[src/op_pkg.sv]
// Constants, types and encodings for the operator panel keys and display
//==========================================================================
package op_pkg;
    // Timing: clock period, millisecond tick and counts in ticks
    localparam int CLK_NS = 4;
    localparam int TICK_NS = 1000000;
    localparam int TICK_CYC = TICK_NS / CLK_NS;
    localparam logic [3:0] DEB_MS = 4'ha;
    localparam logic [9:0] LONG_MS = 10'h1f4;
    localparam logic [9:0] REP_MS = 10'h032;
    localparam logic [9:0] BOOT_MS = 10'h3e8;
    localparam logic [7:0] BLINK_MS = 8'hfa;
    // Sizes and limits
    localparam logic [4:0] N_ITEMS = 5'h15;
    localparam logic [3:0] N_PAR_LAST = 4'hf;
    localparam logic [3:0] INIT_PAR = 4'h3;
    localparam logic signed [18:0] VMAX = 19'sh1869f;
    // Key bit positions in the key vector
    localparam int K_MODE = 4;
    localparam int K_INC = 3;
    localparam int K_DEC = 2;
    localparam int K_SHIFT = 1;
    localparam int K_CONF = 0;
    // Segment patterns, bit 6 = g ... bit 0 = a
    localparam logic [6:0] SEG_MINUS = 7'h40;
    localparam logic [6:0] SEG_P = 7'h73;
    localparam logic [6:0] SEG_A = 7'h77;
    localparam logic [6:0] SEG_R = 7'h50;
    localparam logic [6:0] SEG_O = 7'h5c;
    localparam logic [6:0] SEG_N = 7'h54;

    typedef struct packed {
        logic mode;
        logic inc;
        logic dec;
        logic shift;
        logic conf;
    } op_keys_t;

    typedef struct packed {
        logic [4:0] dp;
        logic [4:0][6:0] seg;
    } op_disp_t;

    typedef struct packed {
        logic valid;
        logic [3:0] addr;
        logic signed [17:0] data;
    } op_wr_t;

    typedef enum logic [2:0] {
        ST_BOOT = 3'h0,
        ST_MON = 3'h1,
        ST_PSEL = 3'h3,
        ST_EDIT = 3'h2,
        ST_ALARM = 3'h6
    } op_state_t;
endpackage

[src/op_panel.sv]
// Operator panel: key debounce, menu state machine and numeric display
`timescale 1ns/1ps
`default_nettype none
module op_panel #(
    parameter int TICK_CYCLES = op_pkg::TICK_CYC
) (
    input wire logic clock, // 250 MHz system clock
    input wire logic srst, // Synchronous reset, active high
    input wire op_pkg::op_keys_t keys, // Raw key pins, high when pressed
    input wire logic signed [17:0] mon_value, // Value of selected monitor item
    input wire logic [7:0] alarm_code, // Current alarm number
    output op_pkg::op_disp_t disp, // Segments and decimal points
    output op_pkg::op_wr_t wr, // Save strobe to stored settings
    output logic [4:0] mon_item // Selected monitor item
);
    //======================================================================
    // Millisecond tick
    logic [17:0] tick_cnt, next_tick_cnt;
    logic tick;
    // Free-running divider; everything slower runs on this enable
    always_comb
    begin
        tick = (tick_cnt == 18'(TICK_CYCLES - 1));
        next_tick_cnt = tick ? 18'h0 : tick_cnt + 18'h1;
    end
    always_ff @(posedge clock)
    begin
        tick_cnt <= srst ? 18'h0 : next_tick_cnt;
    end

    //======================================================================
    // Key synchronisers and debounce
    logic [4:0] key_s1, key_s2, press, rep, down;
    // Pins are asynchronous to the clock, so two flops before any use
    always_ff @(posedge clock)
    begin
        key_s1 <= srst ? 5'h0 : keys;
        key_s2 <= srst ? 5'h0 : key_s1;
    end
    for (genvar k = 0; k < 5; k++)
    begin : g_key
        logic [3:0] deb_cnt, next_deb_cnt;
        logic [9:0] hold_cnt, next_hold_cnt;
        logic db, next_db;
        // Level must hold for the debounce time; held key repeats
        always_comb
        begin
            next_deb_cnt = deb_cnt;
            next_db = db;
            next_hold_cnt = hold_cnt;
            press[k] = 1'b0;
            rep[k] = 1'b0;
            if (tick)
            begin
                if (key_s2[k] == db)
                    next_deb_cnt = 4'h0;
                else if (deb_cnt == op_pkg::DEB_MS - 4'h1)
                begin
                    next_deb_cnt = 4'h0;
                    next_db = key_s2[k];
                    press[k] = key_s2[k];
                end
                else
                    next_deb_cnt = deb_cnt + 4'h1;
                if (!db)
                    next_hold_cnt = 10'h0;
                else if (hold_cnt == op_pkg::LONG_MS - 10'h1)
                begin
                    // Reload short of threshold: repeats every REP_MS
                    next_hold_cnt = op_pkg::LONG_MS - op_pkg::REP_MS;
                    rep[k] = 1'b1;
                end
                else
                    next_hold_cnt = hold_cnt + 10'h1;
            end
        end
        always_ff @(posedge clock)
        begin
            deb_cnt <= srst ? 4'h0 : next_deb_cnt;
            hold_cnt <= srst ? 10'h0 : next_hold_cnt;
            db <= srst ? 1'b0 : next_db;
        end
        assign down[k] = db;
    end

    //======================================================================
    // Prioritised key events, one per cycle
    logic ev_mode, ev_conf, ev_shift, ev_inc, ev_dec;
    // Only increase and reduce auto-repeat
    always_comb
    begin
        ev_mode = press[op_pkg::K_MODE];
        ev_conf = !ev_mode && press[op_pkg::K_CONF];
        ev_shift = !ev_mode && !ev_conf && press[op_pkg::K_SHIFT];
        ev_inc = !ev_mode && !ev_conf && !ev_shift
            && (press[op_pkg::K_INC] || rep[op_pkg::K_INC]);
        ev_dec = !ev_mode && !ev_conf && !ev_shift && !ev_inc
            && (press[op_pkg::K_DEC] || rep[op_pkg::K_DEC]);
    end

    //======================================================================
    // Menu state machine and stored settings
    op_pkg::op_state_t state, next_state;
    logic [4:0] next_mon_item;
    logic [3:0] par_idx, next_par_idx;
    logic [2:0] edit_pos, next_edit_pos;
    logic signed [17:0] edit_val, next_edit_val;
    logic signed [17:0] par [16];
    logic signed [17:0] next_par [16];
    logic [9:0] boot_cnt, next_boot_cnt;
    logic [7:0] blink_cnt, next_blink_cnt;
    logic blink, next_blink;
    op_pkg::op_wr_t next_wr;
    logic signed [18:0] step, sum;
    // Edit step is the weight of the selected digit
    always_comb
    begin
        case (edit_pos)
            3'h0: step = 19'sh1;
            3'h1: step = 19'sha;
            3'h2: step = 19'sh64;
            3'h3: step = 19'sh3e8;
            default: step = 19'sh2710;
        endcase
        sum = ev_inc ? 19'(edit_val) + step : 19'(edit_val) - step;
    end
    // Next menu state; edits saturate at five digits either sign
    always_comb
    begin
        next_state = state;
        next_mon_item = mon_item;
        next_par_idx = par_idx;
        next_edit_pos = edit_pos;
        next_edit_val = edit_val;
        next_par = par;
        next_boot_cnt = boot_cnt;
        next_wr = '0;
        next_blink_cnt = blink_cnt;
        next_blink = blink;
        if (tick)
        begin
            next_blink_cnt = (blink_cnt == op_pkg::BLINK_MS - 8'h1) ? 8'h0 : blink_cnt + 8'h1;
            next_blink = (blink_cnt == op_pkg::BLINK_MS - 8'h1) ? !blink : blink;
        end
        case (state)
            op_pkg::ST_BOOT:
            begin
                if (tick)
                    next_boot_cnt = boot_cnt + 10'h1;
                if (tick && boot_cnt == op_pkg::BOOT_MS - 10'h1)
                begin
                    next_state = op_pkg::ST_MON;
                    next_mon_item = (par[op_pkg::INIT_PAR] < 18'(op_pkg::N_ITEMS)
                        && !par[op_pkg::INIT_PAR][17])
                        ? par[op_pkg::INIT_PAR][4:0] : 5'h0;
                end
            end
            op_pkg::ST_MON:
            begin
                if (ev_mode)
                    next_state = op_pkg::ST_PSEL;
                else if (ev_inc)
                    next_mon_item = (mon_item == op_pkg::N_ITEMS - 5'h1) ? 5'h0
                        : mon_item + 5'h1;
                else if (ev_dec)
                    next_mon_item = (mon_item == 5'h0) ? op_pkg::N_ITEMS - 5'h1
                        : mon_item - 5'h1;
            end
            op_pkg::ST_PSEL:
            begin
                if (ev_mode)
                    next_state = op_pkg::ST_ALARM;
                else if (ev_conf)
                begin
                    next_state = op_pkg::ST_EDIT;
                    next_edit_val = par[par_idx];
                    next_edit_pos = 3'h0;
                end
                else if (ev_inc)
                    next_par_idx = par_idx + 4'h1;
                else if (ev_dec)
                    next_par_idx = par_idx - 4'h1;
            end
            op_pkg::ST_EDIT:
            begin
                if (ev_mode)
                    next_state = op_pkg::ST_PSEL;
                else if (ev_conf)
                begin
                    next_par[par_idx] = edit_val;
                    next_wr = '{valid: 1'b1, addr: par_idx, data: edit_val};
                end
                else if (ev_shift)
                    next_edit_pos = (edit_pos == 3'h4) ? 3'h0 : edit_pos + 3'h1;
                else if (ev_inc || ev_dec)
                begin
                    if (sum > op_pkg::VMAX)
                        next_edit_val = 18'(op_pkg::VMAX);
                    else if (sum < -op_pkg::VMAX)
                        next_edit_val = 18'(-op_pkg::VMAX);
                    else
                        next_edit_val = 18'(sum);
                end
            end
            op_pkg::ST_ALARM:
            begin
                if (ev_mode)
                    next_state = op_pkg::ST_MON;
            end
            default: next_state = op_pkg::ST_BOOT;
        endcase
    end
    always_ff @(posedge clock)
    begin
        state <= srst ? op_pkg::ST_BOOT : next_state;
        mon_item <= srst ? 5'h0 : next_mon_item;
        par_idx <= srst ? 4'h0 : next_par_idx;
        edit_pos <= srst ? 3'h0 : next_edit_pos;
        edit_val <= srst ? 18'h0 : next_edit_val;
        boot_cnt <= srst ? 10'h0 : next_boot_cnt;
        blink_cnt <= srst ? 8'h0 : next_blink_cnt;
        blink <= srst ? 1'b0 : next_blink;
        wr <= srst ? '0 : next_wr;
        for (int i = 0; i < 16; i++)
            par[i] <= srst ? 18'h0 : next_par[i];
    end

    //======================================================================
    // Display rendering
    function automatic logic [6:0] op_seg_digit(input logic [3:0] d);
        case (d)
            4'h0: op_seg_digit = 7'h3f;
            4'h1: op_seg_digit = 7'h06;
            4'h2: op_seg_digit = 7'h5b;
            4'h3: op_seg_digit = 7'h4f;
            4'h4: op_seg_digit = 7'h66;
            4'h5: op_seg_digit = 7'h6d;
            4'h6: op_seg_digit = 7'h7d;
            4'h7: op_seg_digit = 7'h07;
            4'h8: op_seg_digit = 7'h7f;
            default: op_seg_digit = 7'h6f;
        endcase
    endfunction
    // Digit 0 is rightmost; mind forces leading zeros while editing
    function automatic op_pkg::op_disp_t op_render(input logic signed [17:0] val,
        input logic [6:0] pfx, input logic [2:0] mind);
        op_pkg::op_disp_t d;
        logic [16:0] mag;
        logic [4:0][3:0] dg;
        logic [2:0] n;
        logic [2:0] used;
        d = '0;
        mag = val[17] ? 17'(-val) : val[16:0];
        n = 3'h1;
        for (int i = 0; i < 5; i++)
        begin
            dg[i] = 4'(mag % 17'ha);
            mag = mag / 17'ha;
            if (dg[i] != 4'h0)
                n = 3'(i + 1);
        end
        if (mind > n)
            n = mind;
        for (int i = 0; i < 5; i++)
            if (3'(i) < n)
                d.seg[i] = op_seg_digit(dg[i]);
        if (val[17] && n < 3'h5)
            d.seg[n] = op_pkg::SEG_MINUS;
        else if (val[17])
            d.dp = 5'h1f;
        used = n + 3'(val[17] && n < 3'h5);
        if (pfx != 7'h0 && used < 3'h5)
            d.seg[4] = pfx;
        return d;
    endfunction

    logic signed [17:0] show_val;
    op_pkg::op_disp_t next_disp;
    // Pick what to show; the edit digit blanks on the blink phase
    always_comb
    begin
        show_val = 18'h0;
        next_disp = '0;
        case (state)
            op_pkg::ST_BOOT:
            begin
                next_disp.seg = {op_pkg::SEG_P, op_pkg::SEG_R, op_pkg::SEG_O,
                    op_pkg::SEG_N, 7'h0};
                next_disp.dp = 5'h08;
            end
            op_pkg::ST_MON:
            begin
                show_val = mon_value;
                next_disp = op_render(mon_value,
                    (mon_item == 5'h0) ? op_pkg::SEG_R : 7'h0, 3'h1);
            end
            op_pkg::ST_PSEL:
            begin
                show_val = 18'(par_idx);
                next_disp = op_render(18'(par_idx), op_pkg::SEG_P, 3'h1);
            end
            op_pkg::ST_EDIT:
            begin
                show_val = edit_val;
                next_disp = op_render(edit_val, 7'h0, edit_pos + 3'h1);
                if (blink)
                    next_disp.seg[edit_pos] = 7'h0;
            end
            op_pkg::ST_ALARM:
            begin
                show_val = 18'(alarm_code);
                next_disp = op_render(18'(alarm_code), op_pkg::SEG_A, 3'h1);
            end
            default: next_disp = '0;
        endcase
    end
    always_ff @(posedge clock)
    begin
        disp <= srst ? '0 : next_disp;
    end

    //======================================================================
    // Checks
    property p_boot_end;
        @(posedge clock) disable iff (srst)
        state == op_pkg::ST_BOOT && tick && boot_cnt == op_pkg::BOOT_MS - 10'h1
            |=> state == op_pkg::ST_MON;
    endproperty
    a_boot_end: assert property (p_boot_end) else $error("boot did not end in monitor");
    property p_mode_back;
        @(posedge clock) disable iff (srst)
        state == op_pkg::ST_EDIT && ev_mode |=> state == op_pkg::ST_PSEL;
    endproperty
    a_mode_back: assert property (p_mode_back) else $error("mode did not leave edit");
    property p_mode_cycle;
        @(posedge clock) disable iff (srst)
        state == op_pkg::ST_MON && ev_mode |=> state == op_pkg::ST_PSEL
            ##1 disp.seg[4] == op_pkg::SEG_P;
    endproperty
    a_mode_cycle: assert property (p_mode_cycle) else $error("mode did not advance");
    property p_inc_item;
        @(posedge clock) disable iff (srst)
        state == op_pkg::ST_MON && ev_inc && mon_item < 5'h14
            |=> mon_item == $past(mon_item) + 5'h1;
    endproperty
    a_inc_item: assert property (p_inc_item) else $error("item not incremented");
    property p_dec_par;
        @(posedge clock) disable iff (srst)
        state == op_pkg::ST_PSEL && ev_dec |=> par_idx == $past(par_idx) - 4'h1;
    endproperty
    a_dec_par: assert property (p_dec_par) else $error("parameter not decremented");
    property p_shift;
        @(posedge clock) disable iff (srst)
        state == op_pkg::ST_EDIT && ev_shift && edit_pos < 3'h4
            |=> edit_pos == $past(edit_pos) + 3'h1;
    endproperty
    a_shift: assert property (p_shift) else $error("edit digit did not move");
    property p_commit;
        @(posedge clock) disable iff (srst)
        state == op_pkg::ST_EDIT && ev_conf |=> wr.valid && wr.data == $past(edit_val)
            ##1 par[$past(par_idx, 2)] == $past(edit_val, 2);
    endproperty
    a_commit: assert property (p_commit) else $error("edited value not saved");
    property p_neg_dp;
        @(posedge clock) disable iff (srst)
        disp.dp == 5'h1f |-> $past(show_val[17]);
    endproperty
    a_neg_dp: assert property (p_neg_dp) else $error("points lit for non-negative");
    // Ticks the increase key has stood down, kept apart from the repeat reload
    logic [9:0] held_ticks, next_held_ticks;
    always_comb
    begin
        next_held_ticks = held_ticks;
        if (tick)
            next_held_ticks = !down[op_pkg::K_INC] ? 10'h0
                : (held_ticks == 10'h3ff) ? held_ticks : held_ticks + 10'h1;
    end
    always_ff @(posedge clock)
    begin
        held_ticks <= srst ? 10'h0 : next_held_ticks;
    end
    property p_rep_held;
        @(posedge clock) disable iff (srst)
        rep[op_pkg::K_INC] |-> down[op_pkg::K_INC] && tick
            && held_ticks >= op_pkg::LONG_MS - 10'h1;
    endproperty
    a_rep_held: assert property (p_rep_held) else $error("repeat without held key");
endmodule
`default_nettype wire

[config.mk]
export PLATFORM = sky130hd
export DESIGN_NAME = op_panel
export DESIGN_NICKNAME = d
export VERILOG_FILES = /design/src/op_pkg.sv /design/src/op_panel.sv
export SDC_FILE = /design/constraint.sdc
export NUM_CORES = 2
export LEC_CHECK = 0
export BUFFER_PORTS_ARGS = -buffer_cell sky130_fd_sc_hd__buf_2
export CAP_MARGIN = 20
export CORE_ASPECT_RATIO = 0.8
export CORE_MARGIN = 5
export CORE_UTILIZATION = 64
export CTS_CLUSTER_SIZE = 16
export DETAILED_ROUTE_END_ITERATION = 10
export PLACE_DENSITY = 0.92
export SLEW_MARGIN = 20
export SYNTH_ARGS = -nofsm -noshare
export SYNTH_HDL_FRONTEND = slang
export SYNTH_SLANG_ARGS = --single-unit
[constraint.sdc]
create_clock -name clock -period 13.25 [get_ports clock]
set_clock_uncertainty 0.05 [all_clocks]
set_input_delay 0.6625 -clock clock [delete_from_list [all_inputs] [get_ports clock]]
set_output_delay 0.6625 -clock clock [all_outputs]
set_load 0.01 [all_outputs]
==> out/metrics.csv <==
metric,value,unit
slew margin rel.,22.6,%
post-synth cell types,125,
wire length per cell,20.8,µm
complex-gate fraction of the synthesized area,27.0,%
"EDFF count, synth",0,
fin crit share,95.0,%
Fillers,4143,
most numerous cell in the Yosys netlist,nand2_1,
# hold bufs at CTS,0,
Die H,225,µm
GRT Resource Usage Total,35.0,%
Slowest Stage Delay on Critical Path,0.69,ns
critical-path maximum fanout,15,
final hold vios,0,
asr flop ratio synth,0,%
Max Buffers Root-to-Sink,3,
clock root cell,clkbuf_16,
cell mode on critical path,buf_4,
nets,5099,
first-pass GRT wire length,187000,µm
"Design Area, Final",40300,µm²
placement-stage cell area,38300,µm²
Worst Setup Path Type,reg -> reg,
CTS HTree Levels,2,
syn nets,5115,
number of global-route vias before repair,36512,
CP Data Arrival Time,13.01,ns
adder-cell area share of the yosys netlist,5.98,%
port bufs,100,
Initial Util,64.9,%
CTS Buf Count,44,
clock sink total,473,
gpl congestion,1.01,
worst skew pair latency,0.59,ns
grt ovf,0,
Starting DRT DRC Count,5911,
Ports,101,
Detailed Routing Iterations Pass 1,8,
total die area,62700,µm²
"CTS clk-pin slew, worst paths",0.07,ns
Synth-to-Final Area Change,9.06,%
area share of the largest cell type after synthesis,25.6,%
Fmax achieved,79.4,MHz
xor/xnor share of the synthesized area,4.06,%
Power Total,8.25,mW
area of the core,57000,µm²
Simple-Gate Fraction of Synth Area,24.1,%
Synth top cells by count,"903 x nand2_1, 546 x a21oi_1, 473 x dfxtp_1",
slowest CP cell,or4_1,
Syn. warnings,0,
Yosys top cell by area,dfxtp_1,
Yosys reg bits,473,
Rows,78,
sequential cell area,9480,µm²
synthesized area per cell,7.53,µm²
Peak VDD IR,0.000742,V
routed vias,40021,
Main synth FF type,dfxtp_1,
post-synthesis mux area share,8.38,%
pin count of the biggest net entering global routing,104,
leak pwr,14.6,nW
area of the multi-input gates,26200,µm²
CP startpoint kind,flip-flop,
main combinational cell family by area after synthesis,compound AO/OA/AOI/OAI gates,
initial antenna violation count,2,
Total Wirelength,118000,µm
vias per cell,7.02,
DP HPWL,80100,µm
Final Slew Violations,0,
TritonCTS clock tree,built,
post-layout util,70.8,%
Worst Hold Class,in -> reg,
DRC viols,0,
Final TNS setup,0,ns
Setup crit end kind,flip-flop,
cell area after synthesis,37000,µm²
crit path time final,12.59,ns
"Seq/Total Area, Yosys",25.6,%
max_cap viols,0,
Worst-Margin Slew,1.15,ns
cells after synthesis,4916,
Die Wd,279,µm
Pwr Density,205,nW/µm²
ranking of synthesized cells by area,"dfxtp_1 26%, nand2_1 9.2%, a21oi_1 7.4%",
# setup viols final,0,
fraction of layout cells with a size suffix above 1,12.8,%
outcome,"finished, final reports clean",
Worst EP required,13.67,ns
Final ANT Viol Nets,0,
## layout make-up
cell class / count / share of cell area [%]
clock buffer: 55 / 2.91
tap: 760 / 2.36
inverter: 123 / 1.14
clock inverter: 26 / 0.924
timing repair buffer: 259 / 4.22
sequential: 473 / 23.5
antenna: 2 / 0.0124
multi-input combinational: 3999 / 64.9
## metrics by stage
step	instances	hold WS, ns	setup slack (ns)
floorplan	4916	0.363	1.24
global placement	5600	0.377	0.0998
detailed placement	5600	0.391	-0.0375
CTS	5683	0.245	0.0116
global route	5695	0.257	-0.232
finish	5697	0.241	0.657
## metal layers
metal	vias to the layer above	wire, µm	GRT usage (%)
li1	18000	-	-
met1	18443	44900	46.3
met2	2984	51100	54.3
met3	592	15700	8.44
met4	2	6640	17.0
met5	-	13	0
## report_power, final
group	switching, mW	internal (mW)	leakage, nW	total, mW
clock network	0.603	0.775	0.750	1.38
logic	3.42	1.98	10.0	5.40
registers	0.0233	1.45	3.82	1.47
total	4.04	4.21	14.6	8.25
## worst paths after layout
check | start | to | slack [ns] | cells past startpoint
setup / recovery | edit_val[8] | disp[28] | 0.66 | 52
hold / removal | keys[4] | key_s1[4] | 0.24 | 2
setup reg to reg | edit_val[8] | disp[28] | 0.66 | 52
hold reg to reg | tick_cnt[0] | tick_cnt[0] | 0.40 | 1
## sequential cells by signal, indices dropped and copies added, names as in the netlist, 8 cells and up
register        cells
tick_cnt           18
g_key.hold_cnt     20
disp               37
blink_cnt           8
wr                 23
g_key.deb_cnt      20
par               288
edit_val           18
boot_cnt           10
## cell families after synthesis
family | count (synthesis)
AO/OA/AOI/OAI | 1499
XOR/XNOR | 169
adder cells (fa/ha/maj) | 178
buffers and inverters | 444
flip-flops | 473
multiplexers | 194
AND/OR/NAND/NOR | 1959
## cell usage in the layout, fill, tap and decap left out, drive strengths merged, types with 59 or more instances in the layout
| cell type | n |
|---|---|
| mux2i | 90 |
| o211ai | 78 |
| xor2 | 59 |
| buf | 259 |
| a21oi | 550 |
| nor2 | 381 |
| nor3 | 160 |
| nand2 | 903 |
| inv | 122 |
| a211oi | 59 |
| xnor2 | 110 |
| nand3 | 136 |
| mux4 | 90 |
| ha | 164 |
| o21ai | 244 |
| a31oi | 75 |
| dfxtp | 473 |
## critical path: cells and delay by family (launching register included)
kind | cells | cell delay [ns]
fa+ha+maj | 4 | 1.02
simple gates | 13 | 3.34
flops | 1 | 0.31
buf+inv | 8 | 1.52
xor+xnor | 1 | 0.30
compound gates | 24 | 5.26
mux | 2 | 0.64
## repair_timing
action / CTS / global route
pin swaps: 1 / 11
setup buffers: 2 / 11
setup endpoints to repair: 1 / 37
gates resized for setup: 0 / 85
No activity file was read; power rests on OpenSTA's default activity.
